File: config.mk
export PLATFORM = sky130hd
export DESIGN_NAME = ceb_exec_core
export DESIGN_NICKNAME = d
export VERILOG_FILES = /design/src/verilog/ceb_pkg.sv /design/src/verilog/ceb_ret_stack.sv /design/src/verilog/ceb_exec_core.sv
export VERILOG_INCLUDE_DIRS = /design/src /design/src/verilog
export SDC_FILE = /design/constraint.sdc
export NUM_CORES = 1
export LEC_CHECK = 0
export ABC_AREA = 0
export BUFFER_PORTS_ARGS = -buffer_cell sky130_fd_sc_hd__clkbuf_2
export CAP_MARGIN = 20
export CORE_MARGIN = 2
export CORE_UTILIZATION = 40
export CTS_BUF_LIST = sky130_fd_sc_hd__clkbuf_2
export DETAILED_ROUTE_END_ITERATION = 7
export MAX_ROUTING_LAYER = met4
export PLACE_DENSITY = 0.57
export SLEW_MARGIN = 20
export SYNTH_ARGS = -nofsm -noshare
export SYNTH_HDL_FRONTEND = slang
export SYNTH_HIERARCHICAL = 1
export SYNTH_SLANG_ARGS = --single-unit
File: constraint.sdc
create_clock -name core_clk -period 5.6 [get_ports core_clk]
set_input_delay 0.84 -clock core_clk [delete_from_list [all_inputs] [get_ports core_clk]]
set_output_delay 0.84 -clock core_clk [all_outputs]
set_load 0.01 [all_outputs]
File: src/verilog/ceb_map.svh
// Opcode fields, data-space addresses and reset values of the execution core
// What this block does
// - Add/and/compare/subtract use accumulator plus memory or immediate
// - Clear/increment/decrement reach all 256 data bytes
// - Complement/rotate/shift act on accumulator only
// - ALU ops take four cycles; flag effects per op
// - Condition branches take two cycles, flags kept
// - Short branch spans -15 to +16 around itself
// - Bit-test branch: three bytes, five cycles, clear/set variants
// - Bit-test displacement spans -126 to +129
// - Bit-test copies tested bit into carry, zero kept
// - Bit set/clear: any bit, two bytes, four cycles
// - Control ops two cycles; only interrupt return changes flags
// - Watchdog selected turns stop into wait
// - Jump/call: 12-bit target, four cycles, call saves return
// - Short branch: condition, direction bit, four-bit span
// - Opcode bit 4 picks the index register
// - Long target is low opcode nibble plus next byte
// - Index and short registers sit at 80h-83h
`ifndef CEB_MAP_SVH
`define CEB_MAP_SVH
// Opcode groups, top three bits
`define CEB_GRP_BRNZ 3'h0
`define CEB_GRP_BRZ 3'h1
`define CEB_GRP_BRNC 3'h2
`define CEB_GRP_BRC 3'h3
`define CEB_GRP_EXT 3'h4
`define CEB_GRP_BIT 3'h5
`define CEB_GRP_ALU 3'h6
`define CEB_GRP_UNARY 3'h7
// Operand modes, opcode bits 3:2
`define CEB_MODE_IND 2'h0
`define CEB_MODE_DIR 2'h1
`define CEB_MODE_IMM 2'h2
`define CEB_MODE_INH 2'h3
// Two-operand ops, opcode bits 1:0
`define CEB_ALU_ADD 2'h0
`define CEB_ALU_AND 2'h1
`define CEB_ALU_CP 2'h2
`define CEB_ALU_SUB 2'h3
// Single-operand ops, opcode bits 1:0
`define CEB_UN_INC 2'h0
`define CEB_UN_DEC 2'h1
`define CEB_UN_CLR 2'h2
// Inherent ops, {opcode bit 4, bits 1:0}
`define CEB_INH_INV 3'h0
`define CEB_INH_ROTC 3'h1
`define CEB_INH_SHL 3'h2
`define CEB_INH_NOP 3'h3
`define CEB_INH_RET 3'h4
`define CEB_INH_IRET 3'h5
`define CEB_INH_STOP 3'h6
`define CEB_INH_WAIT 3'h7
// Bit ops, opcode bits 4:3
`define CEB_BIT_CLR 2'h0
`define CEB_BIT_SET 2'h1
`define CEB_BIT_TCLR 2'h2
`define CEB_BIT_TSET 2'h3
// Core registers in data space
`define CEB_ADDR_X 8'h80
`define CEB_ADDR_ACC 8'hFF
`define CEB_CORE_MASK 8'hFC
// Reset values and return stack
`define CEB_RESET_PC 12'h000
`define CEB_STACK_LAST 3'h5
`endif

File: src/verilog/ceb_pkg.sv
// Types shared by the execution core and its return stack
package ceb_pkg;
  typedef enum logic [2:0] {
    S_OPC = 3'h0,
    S_BYTE2 = 3'h1,
    S_DATA = 3'h3,
    S_EXEC = 3'h2,
    S_FIN = 3'h6,
    S_HALT = 3'h4
  } ceb_state_t;
  typedef struct packed {
    logic [7:0] addr;
    logic [7:0] wdata;
    logic we;
  } ceb_dmem_req_t;
  typedef struct packed {
    logic z;
    logic c;
    logic [11:0] pc;
  } ceb_frame_t;
endpackage : ceb_pkg

File: src/verilog/ceb_ret_stack.sv
// Six-entry return stack holding return address and flags
`timescale 1ns/1ps
`include "ceb_map.svh"
module ceb_ret_stack
  import ceb_pkg::*;
(
  input wire logic core_clk,
  input wire logic resetn,
  input wire logic push,
  input wire logic pop,
  input ceb_frame_t pushEnt,
  output ceb_frame_t topEnt
);
  ceb_frame_t entQ [0:5];
  ceb_frame_t entD [0:5];
  logic [2:0] ptrQ;
  logic [2:0] ptrD;
  logic [2:0] topIdx;

  // Pointer wraps on overflow, so the oldest return is silently lost
  always_comb begin
    ptrD = ptrQ;
    topIdx = (ptrQ == 3'h0) ? `CEB_STACK_LAST : ptrQ - 3'h1;
    if (push) begin
      ptrD = (ptrQ == `CEB_STACK_LAST) ? 3'h0 : ptrQ + 3'h1;
    end else if (pop) begin
      ptrD = topIdx;
    end
  end

  // One write port, entry picked by the pointer
  generate
    for (genvar i = 0; i < 6; i++) begin : gEnt
      always_comb begin
        entD[i] = (push && ptrQ == 3'(i)) ? pushEnt : entQ[i];
      end
    end
  endgenerate

  assign topEnt = entQ[topIdx];

  always_ff @(posedge core_clk or negedge resetn) begin
    if (!resetn) begin
      ptrQ <= 3'h0;
      for (int i = 0; i < 6; i++) begin
        entQ[i] <= '0;
      end
    end else begin
      ptrQ <= ptrD;
      entQ <= entD;
    end
  end
endmodule : ceb_ret_stack

File: src/verilog/ceb_exec_core.sv
// Execution core for arithmetic, branch, bit, control and long jump ops
`timescale 1ns/1ps
`include "ceb_map.svh"
module ceb_exec_core
  import ceb_pkg::*;
(
  input wire logic core_clk,
  input wire logic resetn,
  output logic [11:0] pmAddr,
  input wire logic [7:0] pmData,
  output ceb_dmem_req_t dmReq,
  input wire logic [7:0] dmRdData,
  input wire logic wdogSel,
  input wire logic wakeReq,
  output logic waitMode,
  output logic stopMode
);
  ceb_state_t stateQ, stateD;
  logic [11:0] pcQ, pcD, pmAddrQ, pmAddrD, nextPc, newPc;
  logic [7:0] opQ, opD, b2Q, b2D, b3Q, b3D, accQ, accD;
  logic [7:0] regQ [0:3];
  logic [7:0] regD [0:3];
  logic zQ, zD, cQ, cD, takenQ, takenD, waitQ, waitD, stopQ, stopD;
  logic wdS1Q, wdS2Q, wkS1Q, wkS2Q;
  ceb_dmem_req_t dmQ, dmD;
  ceb_frame_t pushEnt, topEnt;
  logic push, pop, wr, bitVal;
  logic [7:0] rdByte, opnd, res;
  logic [8:0] sum, diff;
  logic [2:0] grp, inh;
  logic [1:0] mode, aop, bop;

  // Core registers answer in data space instead of external memory
  function automatic logic isCore(input logic [7:0] a);
    isCore = ((a & `CEB_CORE_MASK) == `CEB_ADDR_X) || (a == `CEB_ADDR_ACC);
  endfunction : isCore

  // Instruction length in bytes, used to step the program counter
  function automatic logic [11:0] byteLen(input logic [7:0] op);
    byteLen = 12'h001;
    case (op[7:5])
      `CEB_GRP_EXT: byteLen = 12'h002;
      `CEB_GRP_BIT: byteLen = op[4] ? 12'h003 : 12'h002;
      `CEB_GRP_ALU: begin
        if (op[3:2] == `CEB_MODE_DIR || op[3:2] == `CEB_MODE_IMM) begin
          byteLen = 12'h002;
        end
      end
      `CEB_GRP_UNARY: begin
        if (op[3:2] == `CEB_MODE_DIR) begin
          byteLen = (op[1:0] == `CEB_UN_CLR) ? 12'h003 : 12'h002;
        end else if (op[3:2] == `CEB_MODE_INH && {op[4], op[1:0]} == `CEB_INH_SHL) begin
          byteLen = 12'h002;
        end
      end
      default: byteLen = 12'h001;
    endcase
  endfunction : byteLen

  assign grp = opQ[7:5];
  assign mode = opQ[3:2];
  assign aop = opQ[1:0];
  assign bop = opQ[4:3];
  assign inh = {opQ[4], opQ[1:0]};
  assign pmAddr = pmAddrQ;
  assign dmReq = dmQ;
  assign waitMode = waitQ;
  assign stopMode = stopQ;

  ceb_ret_stack u_stack (
    .core_clk(core_clk),
    .resetn(resetn),
    .push(push),
    .pop(pop),
    .pushEnt(pushEnt),
    .topEnt(topEnt)
  );

  // Next-state logic; memory reads answer in the cycle of the address
  always_comb begin
    stateD = stateQ;
    pcD = pcQ;
    pmAddrD = pmAddrQ;
    opD = opQ;
    b2D = b2Q;
    b3D = b3Q;
    accD = accQ;
    regD = regQ;
    zD = zQ;
    cD = cQ;
    takenD = takenQ;
    waitD = waitQ;
    stopD = stopQ;
    dmD = dmQ;
    push = 1'b0;
    pop = 1'b0;
    wr = 1'b0;
    res = 8'h00;
    nextPc = pcQ + byteLen(opQ);
    newPc = nextPc;
    pushEnt = '{z: zQ, c: cQ, pc: nextPc};
    rdByte = !isCore(dmQ.addr) ? dmRdData :
             (dmQ.addr == `CEB_ADDR_ACC) ? accQ : regQ[dmQ.addr[1:0]];
    opnd = (mode == `CEB_MODE_IMM) ? b2Q : rdByte;
    sum = {1'b0, accQ} + {1'b0, opnd};
    diff = {1'b0, accQ} - {1'b0, opnd};
    bitVal = rdByte[opQ[2:0]];
    unique case (stateQ)
      S_OPC: begin
        opD = pmData;
        pmAddrD = pcQ + 12'h001;
        stateD = S_BYTE2;
      end
      S_BYTE2: begin
        b2D = pmData;
        pmAddrD = pcQ + 12'h002;
        // Indirect ops take the address from X or Y, chosen by bit 4
        dmD.addr = (mode == `CEB_MODE_IND && grp[2:1] == 2'b11) ?
                   regQ[{1'b0, opQ[4]}] : pmData;
        if (!grp[2]) begin
          // Condition branches finish here and keep both flags
          if ((grp == `CEB_GRP_BRNZ && !zQ) || (grp == `CEB_GRP_BRZ && zQ) ||
              (grp == `CEB_GRP_BRNC && !cQ) || (grp == `CEB_GRP_BRC && cQ)) begin
            pcD = opQ[4] ? pcQ - {8'h00, opQ[3:0]} :
                  pcQ + {8'h00, opQ[3:0]} + 12'h001;
          end else begin
            pcD = pcQ + 12'h001;
          end
          pmAddrD = pcD;
          stateD = S_OPC;
        end else if ((grp == `CEB_GRP_UNARY && mode == `CEB_MODE_INH && inh >= `CEB_INH_NOP) ||
                     (grp == `CEB_GRP_UNARY && mode != `CEB_MODE_INH && aop == 2'h3) ||
                     (grp == `CEB_GRP_ALU && mode == `CEB_MODE_INH)) begin
          // Control ops and spare codes run as two-cycle ops
          pcD = pcQ + 12'h001;
          if (grp == `CEB_GRP_UNARY && mode == `CEB_MODE_INH) begin
            if (inh == `CEB_INH_RET || inh == `CEB_INH_IRET) begin
              pop = 1'b1;
              pcD = topEnt.pc;
              if (inh == `CEB_INH_IRET) begin
                zD = topEnt.z;
                cD = topEnt.c;
              end
            end else if (inh == `CEB_INH_STOP || inh == `CEB_INH_WAIT) begin
              stopD = (inh == `CEB_INH_STOP) && !wdS2Q;
              waitD = !stopD;
              stateD = S_HALT;
            end
          end
          pmAddrD = pcD;
          if (stateD != S_HALT) begin
            stateD = S_OPC;
          end
        end else begin
          stateD = S_DATA;
        end
      end
      S_DATA: begin
        b3D = pmData;
        stateD = S_EXEC;
        if (grp == `CEB_GRP_ALU) begin
          unique case (aop)
            `CEB_ALU_ADD: {cD, res} = sum;
            `CEB_ALU_AND: begin
              res = accQ & opnd;
              cD = 1'b0;
            end
            default: {cD, res} = diff; // Carry holds the borrow
          endcase
          zD = (res == 8'h00);
          if (aop != `CEB_ALU_CP) begin
            accD = res;
          end
        end else if (grp == `CEB_GRP_UNARY && mode == `CEB_MODE_INH) begin
          cD = accQ[7];
          unique case (inh)
            `CEB_INH_INV: res = ~accQ;
            `CEB_INH_ROTC: res = {accQ[6:0], cQ};
            default: res = {accQ[6:0], 1'b0};
          endcase
          zD = (res == 8'h00);
          accD = res;
        end else if (grp == `CEB_GRP_UNARY) begin
          // Carry is untouched, clear also leaves zero alone
          wr = 1'b1;
          unique case (aop)
            `CEB_UN_INC: res = rdByte + 8'h01;
            `CEB_UN_DEC: res = rdByte - 8'h01;
            default: res = 8'h00;
          endcase
          if (aop != `CEB_UN_CLR) begin
            zD = (res == 8'h00);
          end
        end else if (grp == `CEB_GRP_BIT) begin
          res = rdByte;
          if (!bop[1]) begin
            // Read-modify-write rewrites the whole byte
            res[opQ[2:0]] = bop[0];
            wr = 1'b1;
          end else begin
            cD = bitVal;
            takenD = (bitVal == bop[0]);
          end
        end
        dmD.wdata = res;
        if (wr && isCore(dmQ.addr)) begin
          if (dmQ.addr == `CEB_ADDR_ACC) begin
            accD = res;
          end else begin
            regD[dmQ.addr[1:0]] = res;
          end
        end else begin
          dmD.we = wr;
        end
      end
      S_EXEC: begin
        dmD.we = 1'b0;
        if (grp == `CEB_GRP_BIT && bop[1]) begin
          stateD = S_FIN;
        end else begin
          if (grp == `CEB_GRP_EXT) begin
            newPc = {opQ[3:0], b2Q};
            push = !opQ[4];
          end
          pcD = newPc;
          pmAddrD = newPc;
          stateD = S_OPC;
        end
      end
      S_FIN: begin
        pcD = takenQ ? pcQ + 12'h002 + {{4{b3Q[7]}}, b3Q} : nextPc;
        pmAddrD = pcD;
        stateD = S_OPC;
      end
      S_HALT: begin
        // Wake input is asynchronous, so only its synchronised copy is used
        if (wkS2Q) begin
          waitD = 1'b0;
          stopD = 1'b0;
          stateD = S_OPC;
        end
      end
      default: stateD = S_OPC;
    endcase
  end

  // State registers; pin inputs pass two flops before use
  always_ff @(posedge core_clk or negedge resetn) begin
    if (!resetn) begin
      stateQ <= S_OPC;
      pcQ <= `CEB_RESET_PC;
      pmAddrQ <= `CEB_RESET_PC;
      opQ <= 8'h00;
      b2Q <= 8'h00;
      b3Q <= 8'h00;
      accQ <= 8'h00;
      for (int i = 0; i < 4; i++) begin
        regQ[i] <= 8'h00;
      end
      zQ <= 1'b0;
      cQ <= 1'b0;
      takenQ <= 1'b0;
      waitQ <= 1'b0;
      stopQ <= 1'b0;
      dmQ <= '0;
      wdS1Q <= 1'b0;
      wdS2Q <= 1'b0;
      wkS1Q <= 1'b0;
      wkS2Q <= 1'b0;
    end else begin
      stateQ <= stateD;
      pcQ <= pcD;
      pmAddrQ <= pmAddrD;
      opQ <= opD;
      b2Q <= b2D;
      b3Q <= b3D;
      accQ <= accD;
      regQ <= regD;
      zQ <= zD;
      cQ <= cD;
      takenQ <= takenD;
      waitQ <= waitD;
      stopQ <= stopD;
      dmQ <= dmD;
      wdS1Q <= wdogSel;
      wdS2Q <= wdS1Q;
      wkS1Q <= wakeReq;
      wkS2Q <= wkS1Q;
    end
  end
endmodule : ceb_exec_core

After elaboration in Yosys (flattened, before gate mapping)

Index checks and enable logic that the tools add are counted.

Add/subtract/negate cells: 13
Multiply operators: 0
Divide/modulo/power cells: 0
Order comparisons: 7
Eq/ne operators: 52
Shifts and indexed selects: 0
Multiplexer cells: 130
Bitwise gates (word level): 9
Reduce and logical (&&, ||, !) cells: 59

Operators with widths:

| cell                                           | number |
|---|---|
| 2-to-1 mux 8 bit                               | 29 |
| 2-to-1 mux 12 bit                              | 11 |
| 2-to-1 mux 1 bit                               | 49 |
| one-hot mux 12 bit (4 select lines)            | 1 |
| one-hot mux 8 bit (2 select lines)             | 3 |
| 2-to-1 mux 3 bit                               | 15 |
| binary-select mux 14 bit (select 3 bit)        | 1 |
| == test 3 bit (second input constant)          | 12 |
| one-hot mux 12 bit (3 select lines)            | 1 |
| binary-select mux 8 bit (select 2 bit)         | 2 |
| bitwise mux 32 bit                             | 1 |
| 2-to-1 mux 14 bit                              | 2 |
| adder 12 x 1 -> 12 bit (second input constant) | 2 |
| adder 12 bit                                   | 2 |
| logical NOT 8 bit                              | 3 |
| != test 2 bit (second input constant)          | 12 |
| logical AND 1 bit                              | 22 |
| == test 3 x 2 -> 1 bit (second input constant) | 7 |
| != test 4 bit (second input constant)          | 5 |
| demux 8 bit (select 2 bit)                     | 1 |
| one-hot mux 3 bit (5 select lines)             | 1 |
| adder 12 x 2 -> 12 bit (second input constant) | 1 |
| adder 12 x 4 -> 12 bit                         | 1 |
| == test 3 x 1 -> 1 bit (second input constant) | 4 |
| 44 further kinds                               | 82 |

Register bits: 204
Latch bits: 0
RAM bits: 0
Bits in read-only memories: 0
Input bits: 20
Word-level logic and storage cells: 312
Memories: 0

Longest topological paths before layout

Depth after elaboration: 18
Mapped depth: 18
Mapped depth without buffers: 16

By module

Netlist, hierarchy kept.

By module, submodules not included:

| module        | times used | cells an instance | area each (um^2) |
|---|---|---|---|
| ceb_exec_core | 1          | 1294              | 10068.4 |
| ceb_ret_stack | 1          | 339               | 4414.2 |

Worst setup path before layout

Ideal clock, no wire load.

Path type: register to register
Start point: reg dmQ (netlist bit dmReq[13])
End point: reg zQ
Library setup time: 82 ps
Arrival time: 4666 ps
Required time: 5518 ps
Path slack: 852 ps
Cell stages (with the launch flop): 18
Path buffers: 2
Period minus slack after synthesis: 4748 ps
Path through: dfrtp_1 > or4b_1 > buf_2 > or2_0 > buf_2 > a311oi_2 > inv_1 > mux2_2 > ha_1 > fa_1 > or2_2 > a221oi_1 > nor2_1 > o32ai_1 > nand2_1 > o311ai_0 > or4b_2 > a31oi_1

Word-level cells in the longest chain between the ends: 15

Ends and longest elaborated chain:

| item                                                              | RTL line                                   | text |
|---|---|---|
| start: declaration                                                | ceb_exec_core.sv:25                        | `ceb_dmem_req_t dmQ, dmD;` |
| start signal: assignment                                          | ceb_exec_core.sv:284                       | `dmQ <= dmD;` |
| == test 8 bit (no line) or == test 6 bit (tied branches)          | n/a                                        |  |
| 2-to-1 mux 8 bit or logical OR 1 bit (tied branches)              | ceb_exec_core.sv:103, ceb_exec_core.sv:35  |  |
| 2-to-1 mux 8 bit (*)                                              | ceb_exec_core.sv:102                       | `rdByte = !isCore(dmQ.addr) ? dmRdData :` |
| subtractor 8 x 1 -> 8 bit or adder 8 x 1 -> 8 bit (tied branches) | ceb_exec_core.sv:188, ceb_exec_core.sv:187 |  |
| one-hot mux 8 bit (2 select lines)                                | ceb_exec_core.sv:186                       | `unique case (aop)` |
| 2-to-1 mux 8 bit                                                  | ceb_exec_core.sv:183                       | `` end else if (grp == `CEB_GRP_UNARY) begin `` |
| 2-to-1 mux 8 bit                                                  | ceb_exec_core.sv:174                       | `` end else if (grp == `CEB_GRP_UNARY && mode == `CEB_MODE_INH) begin `` |
| 2-to-1 mux 8 bit                                                  | ceb_exec_core.sv:161                       | `` if (grp == `CEB_GRP_ALU) begin `` |
| 2-to-1 mux 8 bit                                                  | ceb_exec_core.sv:108                       | `unique case (stateQ)` |
| logical NOT 8 bit                                                 | ceb_exec_core.sv:192                       | `zD = (res == 8'h00);` |
| 2-to-1 mux 1 bit                                                  | ceb_exec_core.sv:191                       | `` if (aop != `CEB_UN_CLR) begin `` |
| 2-to-1 mux 1 bit                                                  | ceb_exec_core.sv:183                       |  |
| 2-to-1 mux 1 bit                                                  | ceb_exec_core.sv:174                       |  |
| 2-to-1 mux 1 bit (*)                                              | ceb_exec_core.sv:161                       |  |
| one-hot mux 1 bit (2 select lines) (*)                            | ceb_exec_core.sv:108                       |  |
| end signal: assignment                                            | ceb_exec_core.sv:279                       | `zQ <= zD;` |
| end: declaration                                                  | ceb_exec_core.sv:23                        | `logic zQ, zD, cQ, cD, takenQ, takenD, waitQ, waitD, stopQ, stopD;` |

Every way passes the cells marked *; elsewhere a longest branch is shown, timed or not. The select of a mux whose other input is x is not followed.
A chain may end at the register's enable or synchronous reset.

Final worst setup path

Ends and elaborated chain as after synthesis.

==> results.sh <==
export IMPL_slowest_delay_ps=690
export IMPL_cts_buffers=56
export IMPL_num_vias=13240
export IMPL_track_usage_pct=26.50
export IMPL_crit_type="flip-flop to flip-flop"
export IMPL_yosysSeqAreaShare_pct=35.25
export IMPL_fin_ws_ps=415.9
export IMPL_fp_dieArea_um2=37740
export IMPL_outcome="finished, violations left"
export IMPL_yosysMostFrequentCell="dfrtp_1"
export IMPL_htree_levels=2
export IMPL_cts_tree="done"
export IMPL_dpl_hpwl_um=34700
export IMPL_finalPower_uw=9636
export IMPL_clock_skew_ps=45.89
export IMPL_finalNetCount=1763
export IMPL_grt_ovfl_total=0
export IMPL_rsz0062_at_grt="no"
export IMPL_viasPerCell=6.064
export IMPL_fmax_mhz=192.9
export IMPL_synth_flop_cell="dfrtp_1"
export IMPL_synth_top_cell_by_area="dfrtp_1"
export IMPL_path_max_fanout=10
export IMPL_r2r_start="dmReq[13]"
export IMPL_start_util_pct=40.62
export IMPL_antenna_left=0
export IMPL_drv_cap=0
export IMPL_drt_iter0_drc=1222
export IMPL_critPathSlowestCell="or4b_1"
export IMPL_yosys_top_cells_area="dfrtp_1, mux2_2, nand2_1"
export IMPL_io_buffers=50
export IMPL_synth_cell_types=91
export IMPL_async_reset_ff_share_pct=100.0
export IMPL_violations="DRC"
export IMPL_startpoint="dmReq[13]"
export IMPL_finalSetupTns_ps=0
export IMPL_rrSetupSlack_ps=420
export IMPL_final_setup_viol_count=0
export IMPL_power_density_nw_per_um2=613.5
export IMPL_grt_pass1_wl_um=75880
export IMPL_critPathRequiredTime_ps=6400
export IMPL_crit_chain="or4b_1, or2_0, buf_4, a311oi_2, inv_1, mux2_2, ha_1, fa_1, or2_2, a221oi_1, nor2_1, o32ai_1, nand2_1, o311ai_0, or4b_2, a31oi_1"
export IMPL_cts_root_buf="clkbuf_2"
export IMPL_synth_top_area_share_pct=35.25
export IMPL_coreArea_um2=35660
export IMPL_syn_inst=1633
export IMPL_first_global_vias=12850
export IMPL_ios=51
export IMPL_yosys_warnings=6
export IMPL_arrival_ps=5980
export IMPL_post_route_period_util_pct=92.57
export IMPL_grt_max_degree=118
export IMPL_drive_above_1_share_pct=17.09
export IMPL_synthTopCellsByCount="dfrtp_1, nand2_1, nor2_1"
export IMPL_r2r_end="zQ"
export IMPL_worst_slew_pin_slew_ps=1098
export IMPL_drv_slew=0
export IMPL_critPathLaunchType="flip-flop"
export IMPL_rr_worst_depth=16
export IMPL_period_needed_ps=5184
export IMPL_route_detailed_drc=3
export IMPL_drtPass1Iterations=8
export IMPL_ys_seq_elements=204
export IMPL_routabilityCongestion=0.9886
export IMPL_clock_sinks=204
export IMPL_synth_nets=1714
export IMPL_nFillCells=3587
export IMPL_die_h_um=194.3
export IMPL_clkTransAtPathRegs_ps=120
export IMPL_avgSynthCellArea_um2=8.869
export IMPL_end_kind="flip-flop"
export IMPL_detailedPlace_worstSlack_ps=294.2
export IMPL_die_w_um=194.3
export IMPL_routed_wl_um=48720
export IMPL_area_delta_synth_final_pct=8.441
export IMPL_insertion_delay_ps=910
export IMPL_synth_enable_flop_cells=0
export IMPL_cts_buffer_depth=3
export IMPL_syn_cell_area_um2=14480
export IMPL_antenna_found_initial=1
export IMPL_endpoint="zQ"
export IMPL_post_drt_wl_per_cell_um=22.32
export IMPL_p_leak_uw=0.006989
export IMPL_hold_viol_final=0
export IMPL_max_slew_margin_pct=26.02
export IMPL_irDropWorstVdd_v=0.0002300
export IMPL_rows=69
export IMPL_holdCritPathClass="input port to flip-flop"
==> flip-flops by register name, summed over array words and instances, names as in the netlist, 3 cells and up <==
register	count
accQ	8
b2Q	8
b3Q	8
dmReq	17
opQ	8
pcQ	12
pmAddr	12
regQ	32
stateQ	3
u_stack/entQ	84
u_stack/ptrQ	3
==> how the worst min path moves through the flow <==
stage,slack (ps),to,from,cells after the start
after floorplan,330,wdS2Q,wdS1Q,0
after global placement,330,wkS2Q,wkS1Q,0
after detailed placement,340,wkS2Q,wkS1Q,0
after CTS,120,b3Q[4],pmData[4],3
after global routing,150,b3Q[0],pmData[0],3
final,200,b3Q[4],pmData[4],3
==> cells in the final DEF (no fill, tap or decap), types with 11 or more instances in the layout <==
master,synthesis,final
dfrtp_1,204,203
nand2_1,195,195
nor2_1,144,144
clkbuf_2,0,124
o21ai_0,121,119
a21oi_1,90,90
mux2_2,71,71
ha_1,54,54
inv_1,53,53
nor3_1,42,42
mux2i_1,40,40
buf_4,5,39
a31oi_1,38,38
xnor2_1,35,35
nand3_1,33,33
nand2b_1,33,33
xor2_1,25,25
a221oi_1,22,22
and3_1,21,21
nor3b_1,20,20
o221ai_1,18,18
clkinv_1,4,15
a211oi_1,15,15
o211ai_1,14,14
nand4_1,13,13
mux2_1,13,13
a21o_1,11,11
==> critical path: cells and delay by family, from the launching register on <==
| family | cells | cell delay, ps |
|---|---|---|
| adders and majority gates | 2 | 640 |
| AOI/OAI and AO/OA | 5 | 1280 |
| DFF | 1 | 430 |
| and+or+nand+nor | 6 | 2120 |
| buffers and inverters | 2 | 280 |
| muxes | 1 | 320 |
==> repair_timing <==
item | CTS | global route
resized for setup | 0 | 1
hold buffers | 3 | 0
buffers inserted | 0 | 1
endpoints found under the setup margin | 0 | 6
hold endpoints to repair | 89 | 0
==> layout make-up <==
type | count | area (um^2) | share of cell area, %
repair buffers | 93 | 603.1 | 3.840
flip-flops and latches | 204 | 5106 | 32.51
diodes | 2 | 5.005 | 0.03187
well taps | 461 | 576.8 | 3.673
clock buffers | 75 | 375.4 | 2.390
clock inverters | 21 | 122.6 | 0.7808
inverters | 57 | 214.0 | 1.362
multi-input cells | 1270 | 8702 | 55.41
==> kinds of logic after synthesis <==
kind of cell,synth area share (%)
buf+inv,4.726
flops,35.25
fa+ha+maj,5.633
xor+xnor,3.628
simple gates,19.18
mux,11.58
compound gates,20.01
==> metrics by stage <==
step / utilization [%] / hold slack, ps / instance area (um^2) / instances
3_3_place_gp: 42.53 / 332.7 / 15160 / 2081
3_5_place_dp: 42.53 / 340.1 / 15160 / 2081
5_1_grt: 44.05 / 145.2 / 15710 / 2183
6_report: 44.05 / 195.3 / 15710 / 2183
4_1_cts: 44.01 / 119.5 / 15690 / 2180
2_1_floorplan: - / 331.2 / 14480 / 1633
==> power breakdown <==
part	leakage (uW)	internal (uW)	total, uW	switching, uW
registers	0.00254	1860	2520	655
logic	0.00408	2250	6020	3780
clock network	0.000375	417	1090	675
total	0.00699	4530	9640	5110
==> routing by layer <==
metal | up-vias | share of wire (%) | GRT usage [%]
met3 | 128 | 6.9 | 4.575
met5 | - | 0 | -
met2 | 514 | 44 | 40.19
met1 | 6487 | 45 | 35.00
met4 | 0 | 4.3 | 11.23
li1 | 6109 | - | -
No activity file was read; power rests on OpenSTA's default activity.
